--- src/hw/prst_pkg.sv ---
// prst_pkg: constants and types for the processor reset-type interface.
// assumes a single processor clock domain, synchronous active-high reset.
package prst_pkg;
  // reset-type encodings held in the recorded field
  localparam logic [1:0] PRST_TYPE_NONE = 2'h0;
  localparam logic [1:0] PRST_TYPE_CORE = 2'h1;
  localparam logic [1:0] PRST_TYPE_CHIP = 2'h2;
  localparam logic [1:0] PRST_TYPE_SYS = 2'h3;
  localparam logic [1:0] PRST_TYPE_RST = 2'h3;
  // least hold of any reset input, in processor clock cycles
  localparam int PRST_MIN_HOLD_CYC = 8;
  localparam logic [3:0] PRST_HOLD_LAST = 4'(PRST_MIN_HOLD_CYC - 1);
  // request stays up this many cycles after the matching input rises
  localparam int PRST_REQ_TAIL_CYC = 2;
  localparam logic [1:0] PRST_TAIL_LAST = 2'(PRST_REQ_TAIL_CYC - 1);
  // power-on phase length, at least the least hold
  localparam logic [3:0] PRST_POR_LAST = 4'(PRST_MIN_HOLD_CYC - 1);
  localparam int PRST_NUM_REQ = 3;
  // request index per type
  localparam int PRST_IDX_CORE = 0;
  localparam int PRST_IDX_CHIP = 1;
  localparam int PRST_IDX_SYS = 2;
  typedef enum {PRST_POR, PRST_RUN, PRST_HALT} prst_phase_t;
endpackage

--- src/hw/prst_reset_if.sv ---
// prst_reset_if: reset-type interface of the embedded processor block.
// assumes the external reset logic drives the three reset inputs on clk.
// assumes rst comes from the power-up detector, held for an edge or more.
// assumes ce stays high except where the whole block must freeze.
`timescale 1ns/1ps
`default_nettype none
module prst_reset_if
  import prst_pkg::*;
(
  input wire logic clk,
  input wire logic rst,
  input wire logic ce,
  input wire logic core_reset_in,
  input wire logic chip_reset_in,
  input wire logic system_reset_in,
  input wire logic test_port_reset_n,
  input wire logic [1:0] debug_reset_field,
  input wire logic debug_reset_write,
  input wire logic [1:0] watchdog_reset_control,
  input wire logic watchdog_timeout,
  output logic core_reset_request,
  output logic chip_reset_request,
  output logic system_reset_request,
  output logic [1:0] recorded_reset_type,
  output logic coreHalted,
  output logic coreInReset,
  output logic testPortInReset,
  output logic porActive
);
  import prst_pkg::*;

  typedef struct packed {
    prst_phase_t phase;
    logic [3:0] porCnt;
    logic [3:0] holdCnt;
    logic [1:0] mrr;
    logic halted;
    logic coreRst;
    logic tapRst;
    logic por;
  } prst_state_t;
  prst_state_t st, next_st;

  // merged reset inputs, after the power-on force
  logic effCore;
  logic effChip;
  logic effSys;
  logic effTapN;
  logic porOn;
  logic [1:0] seenType;
  // request path, one bit per reset type
  logic [PRST_NUM_REQ-1:0] trig;
  logic [PRST_NUM_REQ-1:0] matchIn;
  logic [PRST_NUM_REQ-1:0] reqOut;
  logic [1:0] reqCode;

  ////////////////////////////////////////////////////////////////////////
  // power-on merge: internal logic forces every reset input active;
  // the merge sits ahead of every consumer, so power-on looks exactly
  // like a system reset held by the fabric
  assign porOn = (st.phase == PRST_POR);
  assign effCore = core_reset_in | porOn;
  assign effChip = chip_reset_in | porOn;
  assign effSys = system_reset_in | porOn;
  assign effTapN = test_port_reset_n & ~porOn;

  // type decode; system or chip without core still names a type but
  // does not reset the core, and the recorded field is kept as it was
  always_comb begin
    if (effSys) begin
      seenType = PRST_TYPE_SYS;
    end else if (effChip) begin
      seenType = PRST_TYPE_CHIP;
    end else if (effCore) begin
      seenType = PRST_TYPE_CORE;
    end else begin
      seenType = PRST_TYPE_NONE;
    end
  end

  ////////////////////////////////////////////////////////////////////////
  // request triggers from debug writes and watchdog time-outs; both
  // share one code mux and the watchdog wins a tie, since its reset is
  // already committed when the time-out fires
  assign reqCode = watchdog_timeout ? watchdog_reset_control
                                    : debug_reset_field;
  // each slot watches its own input, power-on force included
  assign matchIn[PRST_IDX_CORE] = effCore;
  assign matchIn[PRST_IDX_CHIP] = effChip;
  assign matchIn[PRST_IDX_SYS] = effSys;

  for (genvar i = 0; i < PRST_NUM_REQ; i++) begin : gReq
    // slot index is the type code minus one
    // a code of zero names no reset and raises nothing
    assign trig[i] = (debug_reset_write | watchdog_timeout) &
                     (reqCode == 2'(i + 1));
    prst_req_slot uSlot (
      .clk(clk),
      .rst(rst),
      .ce(ce),
      .trigger(trig[i]),
      .matchIn(matchIn[i]),
      .request(reqOut[i])
    );
  end

  ////////////////////////////////////////////////////////////////////////
  // reset sequencing; requests never feed this path directly
  always_comb begin
    next_st = st;
    // test port follows its own low-active pin and the system input only
    next_st.tapRst = ~effTapN | effSys;

    case (st.phase)
      PRST_POR: begin
        next_st.halted = 1'b1;
        next_st.coreRst = 1'b1;
        next_st.mrr = PRST_TYPE_RST;
        // enabled edges only: a frozen clock enable stretches the phase
        // rather than cutting it short
        if (st.porCnt == PRST_POR_LAST) begin
          next_st.phase = PRST_HALT;
          next_st.holdCnt = PRST_HOLD_LAST;
        end else begin
          next_st.porCnt = 4'(st.porCnt + 4'h1);
        end
      end
      PRST_RUN: begin
        // running: both status bits low
        next_st.halted = 1'b0;
        next_st.coreRst = 1'b0;
        // only the input enters reset, never a pending request
        if (effCore) begin
          // stop at once, whatever the instruction stream is doing
          next_st.phase = PRST_HALT;
          next_st.halted = 1'b1;
          next_st.coreRst = 1'b1;
          next_st.holdCnt = 4'h0;
        end
      end
      PRST_HALT: begin
        next_st.halted = 1'b1;
        next_st.coreRst = 1'b1;
        if (effCore) begin
          // count the hold; release does not wait for the count, so a short pulse ends the halt at once
          if (st.holdCnt != PRST_HOLD_LAST) begin
            next_st.holdCnt = 4'(st.holdCnt + 4'h1);
          end
          // record the widest type seen while core is held
          if (seenType > next_st.mrr || st.holdCnt == 4'h0) begin
            next_st.mrr = seenType;
          end
        end else begin
          // core released: execution and reset status drop together
          next_st.phase = PRST_RUN;
          next_st.halted = 1'b0;
          next_st.coreRst = 1'b0;
        end
      end
      default: begin
        // unreachable phase: restart safely from power-on
        next_st.phase = PRST_POR;
      end
    endcase
    // chip or system without core: field kept, core not reset; this also
    // guards the field if the power-on force is ever taken away
    if (!effCore) begin
      next_st.mrr = (st.phase == PRST_POR) ? PRST_TYPE_RST : next_st.mrr;
    end
    // power-on status as its own flop, so the pin has no decode behind it
    next_st.por = (next_st.phase == PRST_POR);
  end

  // registers; rst stands for power-up and restarts the power-on phase
  // ce low holds every field, the power-on count included
  always_ff @(posedge clk) begin
    if (rst) begin
      st.phase <= PRST_POR;
      st.porCnt <= 4'h0;
      st.holdCnt <= 4'h0;
      st.mrr <= PRST_TYPE_RST;
      st.halted <= 1'b1;
      st.coreRst <= 1'b1;
      st.tapRst <= 1'b1;
      st.por <= 1'b1;
    end else if (ce) begin
      st <= next_st;
    end
  end

  ////////////////////////////////////////////////////////////////////////
  // request outputs from their slots, status from state flops
  assign core_reset_request = reqOut[PRST_IDX_CORE];
  assign chip_reset_request = reqOut[PRST_IDX_CHIP];
  assign system_reset_request = reqOut[PRST_IDX_SYS];

  // status pins, each a plain state flop
  assign recorded_reset_type = st.mrr;
  assign coreHalted = st.halted;
  assign coreInReset = st.coreRst;
  assign testPortInReset = st.tapRst;
  assign porActive = st.por;
endmodule
`default_nettype wire

--- src/hw/prst_req_slot.sv ---
// prst_req_slot: one reset-request output with its release tail.
// assumes the trigger and the matching reset input are synchronous to clk.
`timescale 1ns/1ps
`default_nettype none
module prst_req_slot
  import prst_pkg::*;
(
  input wire logic clk,
  input wire logic rst,
  input wire logic ce,
  input wire logic trigger,
  input wire logic matchIn,
  output logic request
);
  typedef struct packed {
    logic req;
    logic tailOn;
    logic [1:0] tail;
  } prst_slot_t;
  prst_slot_t st, next_st;

  // hold until two cycles after the matching input is seen asserted
  always_comb begin
    next_st = st;
    if (st.req && st.tailOn) begin
      if (st.tail == PRST_TAIL_LAST) begin
        next_st.req = 1'b0;
        next_st.tailOn = 1'b0;
      end else begin
        next_st.tail = 2'(st.tail + 2'h1);
      end
    end else if (st.req && matchIn) begin
      next_st.tailOn = 1'b1;
      next_st.tail = 2'h0;
    end
    // a new trigger outside a tail raises the request
    if (trigger && !next_st.req) begin
      next_st.req = 1'b1;
      next_st.tailOn = 1'b0;
    end
  end

  always_ff @(posedge clk) begin
    if (rst) begin
      st <= '0;
    end else if (ce) begin
      st <= next_st;
    end
  end

  assign request = st.req;
endmodule
`default_nettype wire

--- config.mk ---
export PLATFORM = sky130hd
export DESIGN_NAME = prst_reset_if
export DESIGN_NICKNAME = d
export VERILOG_FILES = /design/src/hw/prst_pkg.sv /design/src/hw/prst_reset_if.sv /design/src/hw/prst_req_slot.sv
export SDC_FILE = /design/constraint.sdc
export NUM_CORES = 1
export LEC_CHECK = 0
export ABC_AREA = 1
export BUFFER_PORTS_ARGS = -buffer_cell sky130_fd_sc_hd__buf_2
export CAP_MARGIN = 0
export CELL_PAD_IN_SITES_DETAIL_PLACEMENT = 0
export CELL_PAD_IN_SITES_GLOBAL_PLACEMENT = 1
export CORE_MARGIN = 2
export CORE_UTILIZATION = 45
export CTS_BUF_LIST = sky130_fd_sc_hd__clkbuf_4 sky130_fd_sc_hd__clkbuf_8 sky130_fd_sc_hd__clkbuf_16
export DETAILED_ROUTE_END_ITERATION = 6
export PLACE_DENSITY_LB_ADDON = 0.1
export SETUP_SLACK_MARGIN = 0.4
export SYNTH_ARGS = -nofsm -noshare
export SYNTH_HDL_FRONTEND = slang
export SYNTH_SLANG_ARGS = --single-unit
--- constraint.sdc ---
create_clock -name clk -period 3.6 [get_ports clk]
set_input_delay 0.54 -clock clk [delete_from_list [all_inputs] [get_ports clk]]
set_output_delay 0.54 -clock clk [all_outputs]
set_load 0.03 [all_outputs]
==> results of run 1 <==
[cell type report]
cell class	count	area, µm²	area share [%]
timing repair buffer	23	120	3.90
multi-input combinational	293	1390	45.2
inverter	34	133	4.30
sequential	57	1140	37.0
tap	75	93.8	3.05
clock inverter	3	40.0	1.30
clock buffer	13	160	5.20
[path summary, 6_finish.rpt]
check,startpoint,to,cells after the start
max,st[15],recorded_reset_type[1],19
min reg2reg,st[32],st[32],2
max reg2reg,st[15],recorded_reset_type[1],19
min,st[32],st[32],2
[where the power goes]
| part | switching, W | leakage (nW) | internal, W |
|---|---|---|---|
| clock network | 0.000249 | 0.108 | 0.000360 |
| registers | 0.0000164 | 0.463 | 0.000649 |
| logic | 0.000118 | 0.825 | 0.0000588 |
| total | 0.000383 | 1.40 | 0.00107 |
[worst register-to-register path: stages (launching register included)]
cell,delay (ns)
dfxtp_1,0.40
inv_1,0.09
nand2_1,0.07
nor2_1,0.04
nand2_1,0.07
nor2_2,0.05
nand2_4,0.13
nand2_2,0.09
inv_2,0.07
nand2_1,0.08
ha_1,0.30
inv_1,0.04
o21bai_1,0.12
a22oi_1,0.09
nor2_2,0.17
nand2_1,0.07
nand2_1,0.05
nand3_1,0.06
nand2_1,0.06
nand2_1,0.05
[cell families after synthesis]
logic type / count (synthesis) / synth area share (%)
DFF: 57 / 41.7
AOI/OAI and AO/OA: 47 / 9.32
and+or+nand+nor: 236 / 37.3
buffers and inverters: 49 / 7.45
adders and majority gates: 8 / 3.65
xor gates and xnor gates: 2 / 0.640
[synth_stat cells (3+ instances only)]
library cell  instances
clkbuf_1             10
inv_1                29
nor2_4                3
buf_4                 4
nand4_1               3
nor2_1               79
dfxtp_1              57
inv_2                 4
nand2_1             109
ha_1                  8
nor2_2                7
nor3_1                9
nand3_1              15
o21ai_0              12
nand2_4               3
a21oi_1              21
nand2_2               4
nand3_2               3
o21ai_1               6
[placed cells by master (no fill, tap or decap)]
master / synthesis / final
dfxtp_1: 57 / 57
a31oi_1: 1 / 1
o21ai_1: 6 / 6
nor3_2: 1 / 1
clkinv_4: 1 / 1
clkinv_2: 0 / 2
clkbuf_4: 0 / 3
clkbuf_8: 0 / 10
nand4_1: 3 / 3
o21bai_1: 2 / 2
nor3_1: 9 / 9
inv_2: 4 / 4
nor2_4: 3 / 3
buf_2: 0 / 21
a21oi_1: 21 / 21
nand3_2: 3 / 3
nand2_1: 109 / 109
nand2_4: 3 / 3
o21ai_0: 12 / 12
a22oi_1: 1 / 1
bufinv_16: 0 / 1
o211ai_1: 1 / 1
inv_1: 29 / 29
buf_4: 4 / 2
ha_1: 8 / 8
o21a_1: 2 / 2
xnor2_1: 2 / 2
nand2_2: 4 / 4
nor2_1: 79 / 79
nand3_1: 15 / 15
nor2_2: 7 / 7
o21ai_2: 1 / 1
[through the flow]
step | hold WS [ns] | instance area [µm²] | std cells | setup slack, ns
final | 0.436 | 3080 | 498 | 1.40
after global routing | 0.450 | 3080 | 498 | 1.06
after CTS | 0.438 | 3080 | 498 | 1.39
after detailed placement | 0.428 | 2880 | 482 | 1.41
after global placement | 0.426 | 2880 | 482 | 1.43
after floorplan | 0.417 | 2740 | 399 | 1.60
[sequential cells by signal (all words and copies together), names as in the netlist]
register and cells:
st 40, testPortInReset 1, gReq.uSlot.st 9, recorded_reset_type 2
porActive 1, gReq.uSlot.request 3, coreHalted 1
[layer usage]
layer / vias up / track usage [%] / part of all wire, %
met2: 49 / 29.6 / 45
li1: 1295 / - / -
met4: 0 / 8.33 / 1.5
met5: - / 0 / 0
met3: 8 / 4.51 / 4.6
met1: 1062 / 24.2 / 49
==> impl_metrics.ini, run 1 <==
[route]
wl_um = 5550
dr.pass1.iters = 4
initialDrtViolationCount = 160
drc = 0
vias = 2414
ant_nets = 0
wl_per_cell_um = 11.1
vias_per_cell = 4.85

[floorplanning]
die_area_um2 = 6730
io_pins = 22
die_h_um = 82.0
initial_utilization_pct = 46.5
core.rowCount = 28
core_area_um2 = 5890
dieWidth_um = 82.0

[clocking]
root_buffer = clkbuf_8
clk_path_buf_depth = 2
cts.repair.resized = 0
cts.sinks = 57
path_clk_slew_ns = 0.07
cts_tree = done
h-tree-depth = 3
cts_setup_buffers = 0
ctsHoldBuffers = 0
numCtsBuffers = 9
insertion_delay_ns = 0.33

[critical_path]
crit_chain = inv_1 -> nand2_1 -> nor2_1 -> nand2_1 -> nor2_2 -> nand2_4 -> nand2_2 -> inv_2 -> nand2_1 -> ha_1 -> inv_1 -> o21bai_1 -> a22oi_1 -> nor2_2 -> nand2_1 -> nand2_1 -> nand3_1 -> nand2_1 -> nand2_1
crit_path_max_fanout = 8
crit_path_frequent_cell = nand2_1
critPathRequiredTime_ns = 3.83
path_class = register to register
cp_slowest_cell = dfxtp_1
cp-start-kind = register
cp_num_buf_inv = 3
cpLargestDelayFamily = simple AND/OR/NAND/NOR gates
cp_data_arrival_time_ns = 2.43
r2r_setup_slack_ns = 1.40
crit_path_end_kind = register
cpPeakStageDelay_ns = 0.40

[sta]
period_share_pct = 61.1
finClkSkew_ns = 0.00908
fin_crit_ns = 2.20
setup_viol = 0
rsz0062_at_grt = no
relSlewSlack_pct = 45.8
setup_tns_ns = 0
worst_pin_slew_ns = 0.812
finalHoldViolations = 0
drv_slew = 0
max_freq_mhz = 454

[synthesis]
synth_area_um2 = 2740
synth_flop_cell = dfxtp_1
yosysTopAreaCell = dfxtp_1
synth_edf_count = 0
ys_seq_area_share_pct = 41.7
synth_warnings = 0
async_reset_ff_share_pct = 0
ys_top_cells_by_area = dfxtp_1 42%, nand2_1 15%, nor2_1 11%
syn_inst = 399
synth_seq_cells = 57
syn_avg_cell_area_um2 = 6.86
synth_top_cell_area_share_pct = 41.7
ys_types = 29
syn_nets = 420

[layout]
area_growth_pct = 12.5
utilization_pct = 52.4
fill_cells = 611
antenna_cells = 0
drive_above_1_share_pct = 15.6
nets = 439

[min_path]
hold_class = register to register

[power]
vdd_drop_max_mv = 0.281
p_per_area_nw_per_um2 = 471
power.total_w = 0.00145
p_leak_nw = 1.40

[flow_run]
drv_cap = 0

[placement]
numPortBuffers = 21
place_hpwl_um = 3930
gp_congestion = 0.797

[grt]
grt_max_degree = 41
antenna_found_initial = 0
grt_pass1_wl_um = 9620
grt_pass1_vias = 2190
grt_remaining_overflow = 0
grtUsageTotal_pct = 18.7

[status]
status = complete, no violations
No activity file was read; power rests on OpenSTA's default activity.
==> run 2: changes to the inputs <==
Settings changed: CORE_UTILIZATION 45 to 38.
Clock period 3.6 ns to 2 ns, I/O delays scaled along.
==> run 2 against run 1 <==
Core utilization shrank 1.4 points. Clock skew shrank 0.00099 ns. Non-clock buffer count grew 21. Critical endpoint is now recorded_reset_type[0]. Largest cell class unchanged.
==> impl_metrics.ini, run 2 (same netlist as run 1, synthesis figures left out) <==
[status]
status = complete, no violations

[clocking]
numCtsBuffers = 9
h-tree-depth = 3
root_buffer = clkbuf_8
cts.sinks = 57
clk_path_buf_depth = 2
cts_tree = done
insertion_delay_ns = 0.33
ctsHoldBuffers = 0
path_clk_slew_ns = 0.07

[grt]
antenna_found_initial = 0
grt_max_degree = 41
grt_remaining_overflow = 0
grt_pass1_wl_um = 9920
grtUsageTotal_pct = 16.4
grt_pass1_vias = 2253

[layout]
finalNonFillerCells = 540
layout_common_cells = 98 x nand2_1, 73 x nor2_1, 47 x dfxtp_1, 23 x inv_1
top_register = st
area_growth_pct = 27.9
antenna_cells = 0
largest_register_ffs = 40
nets = 460
fin_area_um2 = 3500
final_common_cell = nand2_1
drive_above_1_share_pct = 29.5

[critical_path]
crit_path_max_fanout = 4
crit_chain = inv_2 -> nand2_2 -> nor2_4 -> nand2_4 -> nor2_4 -> nand2_8 -> nand2_4 -> inv_4 -> o21ai_4 -> inv_2 -> ha_4 -> nand2_2 -> a22oi_2 -> nor2_4 -> o21ai_2 -> o21ai_1 -> nand2_1 -> nand2_1
reg2reg_depth = 18
r2r_end = recorded_reset_type[0]
r2r_setup_slack_ns = 0.01
critPathRequiredTime_ns = 2.23
regToRegStartpoint = st[14]
cpLargestDelayFamily = simple AND/OR/NAND/NOR gates
cp_num_buf_inv = 3
path_class = register to register
cp_data_arrival_time_ns = 2.22
crit_path_end_kind = register
cpPeakStageDelay_ns = 0.33
cp-start-kind = register
cp_slowest_cell = dfxtp_2
crit_path_frequent_cell = nor2_4
crit_path_start = st[14]

[sta]
timing.final.ws_setup_ns = 0.00959
finClkSkew_ns = 0.00809
setup_viol = 0
fin_crit_ns = 1.99
finalHoldViolations = 0
whs_ns = 0.238
max_freq_mhz = 502
setup_tns_ns = 0
relSlewSlack_pct = 62.4
rsz0062_at_grt = yes
worst_pin_slew_ns = 0.563
period_share_pct = 99.5
drv_slew = 0

[placement]
gp_congestion = 0.737
post-place-ws_ns = -0.0420
place_hpwl_um = 4040
dpl.cell_count = 515
numPortBuffers = 21
post_dp_cell_area_um2 = 3050

[floorplanning]
core_area_um2 = 6870
die_h_um = 88.9
core.rowCount = 30
initial_utilization_pct = 39.9
io_pins = 22
dieWidth_um = 88.9
die_area_um2 = 7900

[min_path]
hold_class = input pin to register
hold_path_startpoint = test_port_reset_n
hold_path_end = testPortInReset
min_path_cells = 4

[power]
p_leak_nw = 1.56
vdd_drop_max_mv = 0.437
p_per_area_nw_per_um2 = 835

[route]
drc = 0
vias_per_cell = 4.56
vias = 2465
dr.pass1.iters = 5
wl_um = 5840
initialDrtViolationCount = 82
ant_nets = 0
wl_per_cell_um = 10.8

[flow_run]
drv_cap = 0
-- run 2: changes by cell type in the layout (fill, tap and decap cells not counted), sizes merged --
| cell | previous run | this run |
|---|---|---|
| buf | 23 | 44 |
| bufinv | 1 | 3 |
| clkbuf | 13 | 11 |
| clkinv | 3 | 2 |
| clkinvlp | 0 | 1 |
-- run 2: worst max-delay path by stage --
stage	end	slack [ns]	cells past startpoint
final	recorded_reset_type[0]	0.01	18
after floorplan	recorded_reset_type[0]	0.04	18
after detailed placement	recorded_reset_type[1]	-0.04	19
after global placement	recorded_reset_type[1]	0.0008	19
after global routing	recorded_reset_type[1]	-0.18	19
after CTS	recorded_reset_type[1]	-0.02	19
-- run 2: power breakdown --
| group | internal [W] | switching [W] | leakage, nW |
|---|---|---|---|
| clock network | 0.000874 | 0.000462 | 0.123 |
| logic | 0.000148 | 0.000244 | 0.966 |
| registers | 0.00117 | 0.0000304 | 0.467 |
| total | 0.00219 | 0.000737 | 1.56 |
-- run 2: worst min-delay path, stage by stage --
cell     delay, ns
buf_2         0.08
nand2_1       0.04
nand2_1       0.06
nand2_1       0.05
-- run 2: routing by layer --
metal / GRT usage [%] / part of all wire [%] / routed length, µm
met5: 0 / 0 / 0
met4: 4.96 / 0.75 / 44
met3: 4.89 / 3.0 / 174
met2: 25.9 / 45 / 2630
met1: 21.7 / 51 / 2990
-- run 2: repair_timing --
action,in CTS,in global routing
buffers inserted,7,2
cloned,0,0
resized for setup,27,25
pin swaps,23,11
endpoints found under the setup margin,13,22
endpoints found under the hold margin,0,0
-- run 2: final cells by class --
cell class	instances	area [µm²]
clock buffer	11	145
clock inverter	5	103
tap	96	120
timing repair buffer	44	285
multi-input combinational	293	1560
sequential	57	1150
inverter	34	135
fill	715	3370
-- run 2: per-stage QoR --
stage               power (W)  utilization, %
floorplan             0.00148               -
global placement      0.00157            44.4
detailed placement    0.00157            44.4
CTS                   0.00295            49.8
global route          0.00306            51.0
finish                0.00293            51.0
==> run 3: changes to the inputs <==
Settings changed: CORE_UTILIZATION 38 to 45.
Clock period 2 ns to 2.3 ns, I/O delays scaled along.
==> run 3 against run 2 <==
Cell count is 5.7% lower. Largest power group unchanged. Maximum frequency is 2.9% lower. Sequential share of layout area is 1.1 points higher. Via count is 1.1% lower. Design area is 3.4% lower.
==> impl_metrics.ini, run 3 (same netlist as run 1, synthesis figures left out) <==
[status]
status = complete, no violations

[sta]
setup_viol = 0
fin_crit_ns = 2.05
period_share_pct = 89.2
finalHoldViolations = 0
setup_tns_ns = 0
finClkSkew_ns = 0.00786
rsz0062_at_grt = yes
whs_ns = 0.296
worst_pin_slew_ns = 0.593
timing.final.ws_setup_ns = 0.249
relSlewSlack_pct = 60.4
drv_slew = 0
max_freq_mhz = 488

[critical_path]
crit_path_max_fanout = 5
critPathRequiredTime_ns = 2.54
cp_data_arrival_time_ns = 2.29
path_class = register to register
crit_path_end_kind = register
cp-start-kind = register

[flow_run]
drv_cap = 0

[clocking]
root_buffer = clkbuf_8
cts_tree = done
clk_path_buf_depth = 2
path_clk_slew_ns = 0.07
h-tree-depth = 3
numCtsBuffers = 9
cts.sinks = 57
insertion_delay_ns = 0.34
ctsHoldBuffers = 0

[layout]
area_growth_pct = 23.6
final_common_cell = nand2_1
top_register = st
layout_common_cells = 103 x nand2_1, 74 x nor2_1, 50 x dfxtp_1, 23 x inv_1
fill_cells = 585
antenna_cells = 0
nets = 450
fin_area_um2 = 3380
drive_above_1_share_pct = 25.1
largest_register_ffs = 40

[placement]
gp_congestion = 0.837
post-place-ws_ns = 0.202
post_dp_cell_area_um2 = 2950
numPortBuffers = 21
place_hpwl_um = 3970

[route]
ant_nets = 0
drc = 0
wl_per_cell_um = 11.6
vias_per_cell = 4.79
dr.pass1.iters = 4
initialDrtViolationCount = 102
wl_um = 5910
vias = 2437

[floorplanning]
core_area_um2 = 5890
die_h_um = 82.0
die_area_um2 = 6730
dieWidth_um = 82.0
io_pins = 22
initial_utilization_pct = 46.5
core.rowCount = 28

[min_path]
hold_class = input pin to register

[grt]
grt_pass1_wl_um = 10000
grt_remaining_overflow = 0
grtUsageTotal_pct = 19.7
antenna_found_initial = 0
grt_pass1_vias = 2318
grt_max_degree = 41

[power]
p_per_area_nw_per_um2 = 750
p_leak_nw = 1.51
vdd_drop_max_mv = 0.484
-- run 3: cell count changes in the layout (fill, tap and decap cells not counted), moves of 2 or more --
| cell | before | now |
|---|---|---|
| buf_4 | 21 | 11 |
| dfxtp_1 | 47 | 50 |
| dfxtp_2 | 10 | 6 |
| nand2_1 | 98 | 103 |
| nand2_2 | 11 | 8 |
| nand2_4 | 6 | 4 |
| o21ai_0 | 7 | 10 |
| o21ai_1 | 5 | 7 |
| o21ai_2 | 6 | 1 |
-- run 3: path summary, 6_finish.rpt --
path                                         from                     end  slack, ns  depth (start not counted)
worst max-delay path                       st[15]  recorded_reset_type[0]       0.25                         18
worst min-delay path            test_port_reset_n         testPortInReset       0.30                          4
worst max register to register             st[15]  recorded_reset_type[0]       0.25                         18
worst min register to register             st[27]                  st[27]       0.44                          2
-- run 3: what timing repair did --
item                       in CTS  in global routing
pin swaps                      12                 23
buffers inserted                4                  5
gates resized for setup         6                 30
setup endpoints to repair       2                  6
-- run 3: final cells by class --
class                           count  area (µm²)  share of cell area (%)
Clock buffer                       10         131                    3.88
Timing Repair Buffer               34         219                    6.47
Tap cell                           75        93.8                    2.77
Clock inverter                      6         115                    3.40
Sequential cell                    57        1150                    34.0
Inverter                           34         138                    4.07
Multi-Input combinational cell    293        1540                    45.4
-- run 3: report_power, final --
part           internal [W]  switching (W)  leakage [nW]
logic              0.000126       0.000210         0.919
clock network      0.000737       0.000424         0.121
registers           0.00102      0.0000268         0.466
-- run 3: critical path: stages (launching register included) --
cell	delay, ns
dfxtp_4	0.36
inv_2	0.06
nand2_1	0.06
nor2_2	0.09
nand2_2	0.07
nor2_4	0.16
nand2_8	0.07
nand2_4	0.07
inv_4	0.05
o21ai_4	0.06
inv_2	0.06
ha_4	0.25
nand2_2	0.04
a22oi_2	0.16
nor2_4	0.06
o21ai_1	0.13
o21ai_1	0.10
nand2_1	0.06
nand2_1	0.04
-- run 3: metrics by stage --
stage / power [W] / utilization, % / std cells
6_report: 0.00254 / 57.5 / 509
5_1_grt: 0.00265 / 57.5 / 509
4_1_cts: 0.00253 / 55.1 / 504
3_5_place_dp: 0.00136 / 50.0 / 484
3_3_place_gp: 0.00136 / 50.0 / 484
2_1_floorplan: 0.00129 / - / 399
-- run 3: routing by layer --
metal / routed length (µm) / global-route usage (%) / up-vias
met4: 80 / 7.00 / 0
met2: 2820 / 33.8 / 24
met3: 164 / 5.38 / 7
met5: 0 / 0 / -
li1: - / - / 1312
met1: 2850 / 23.5 / 1094
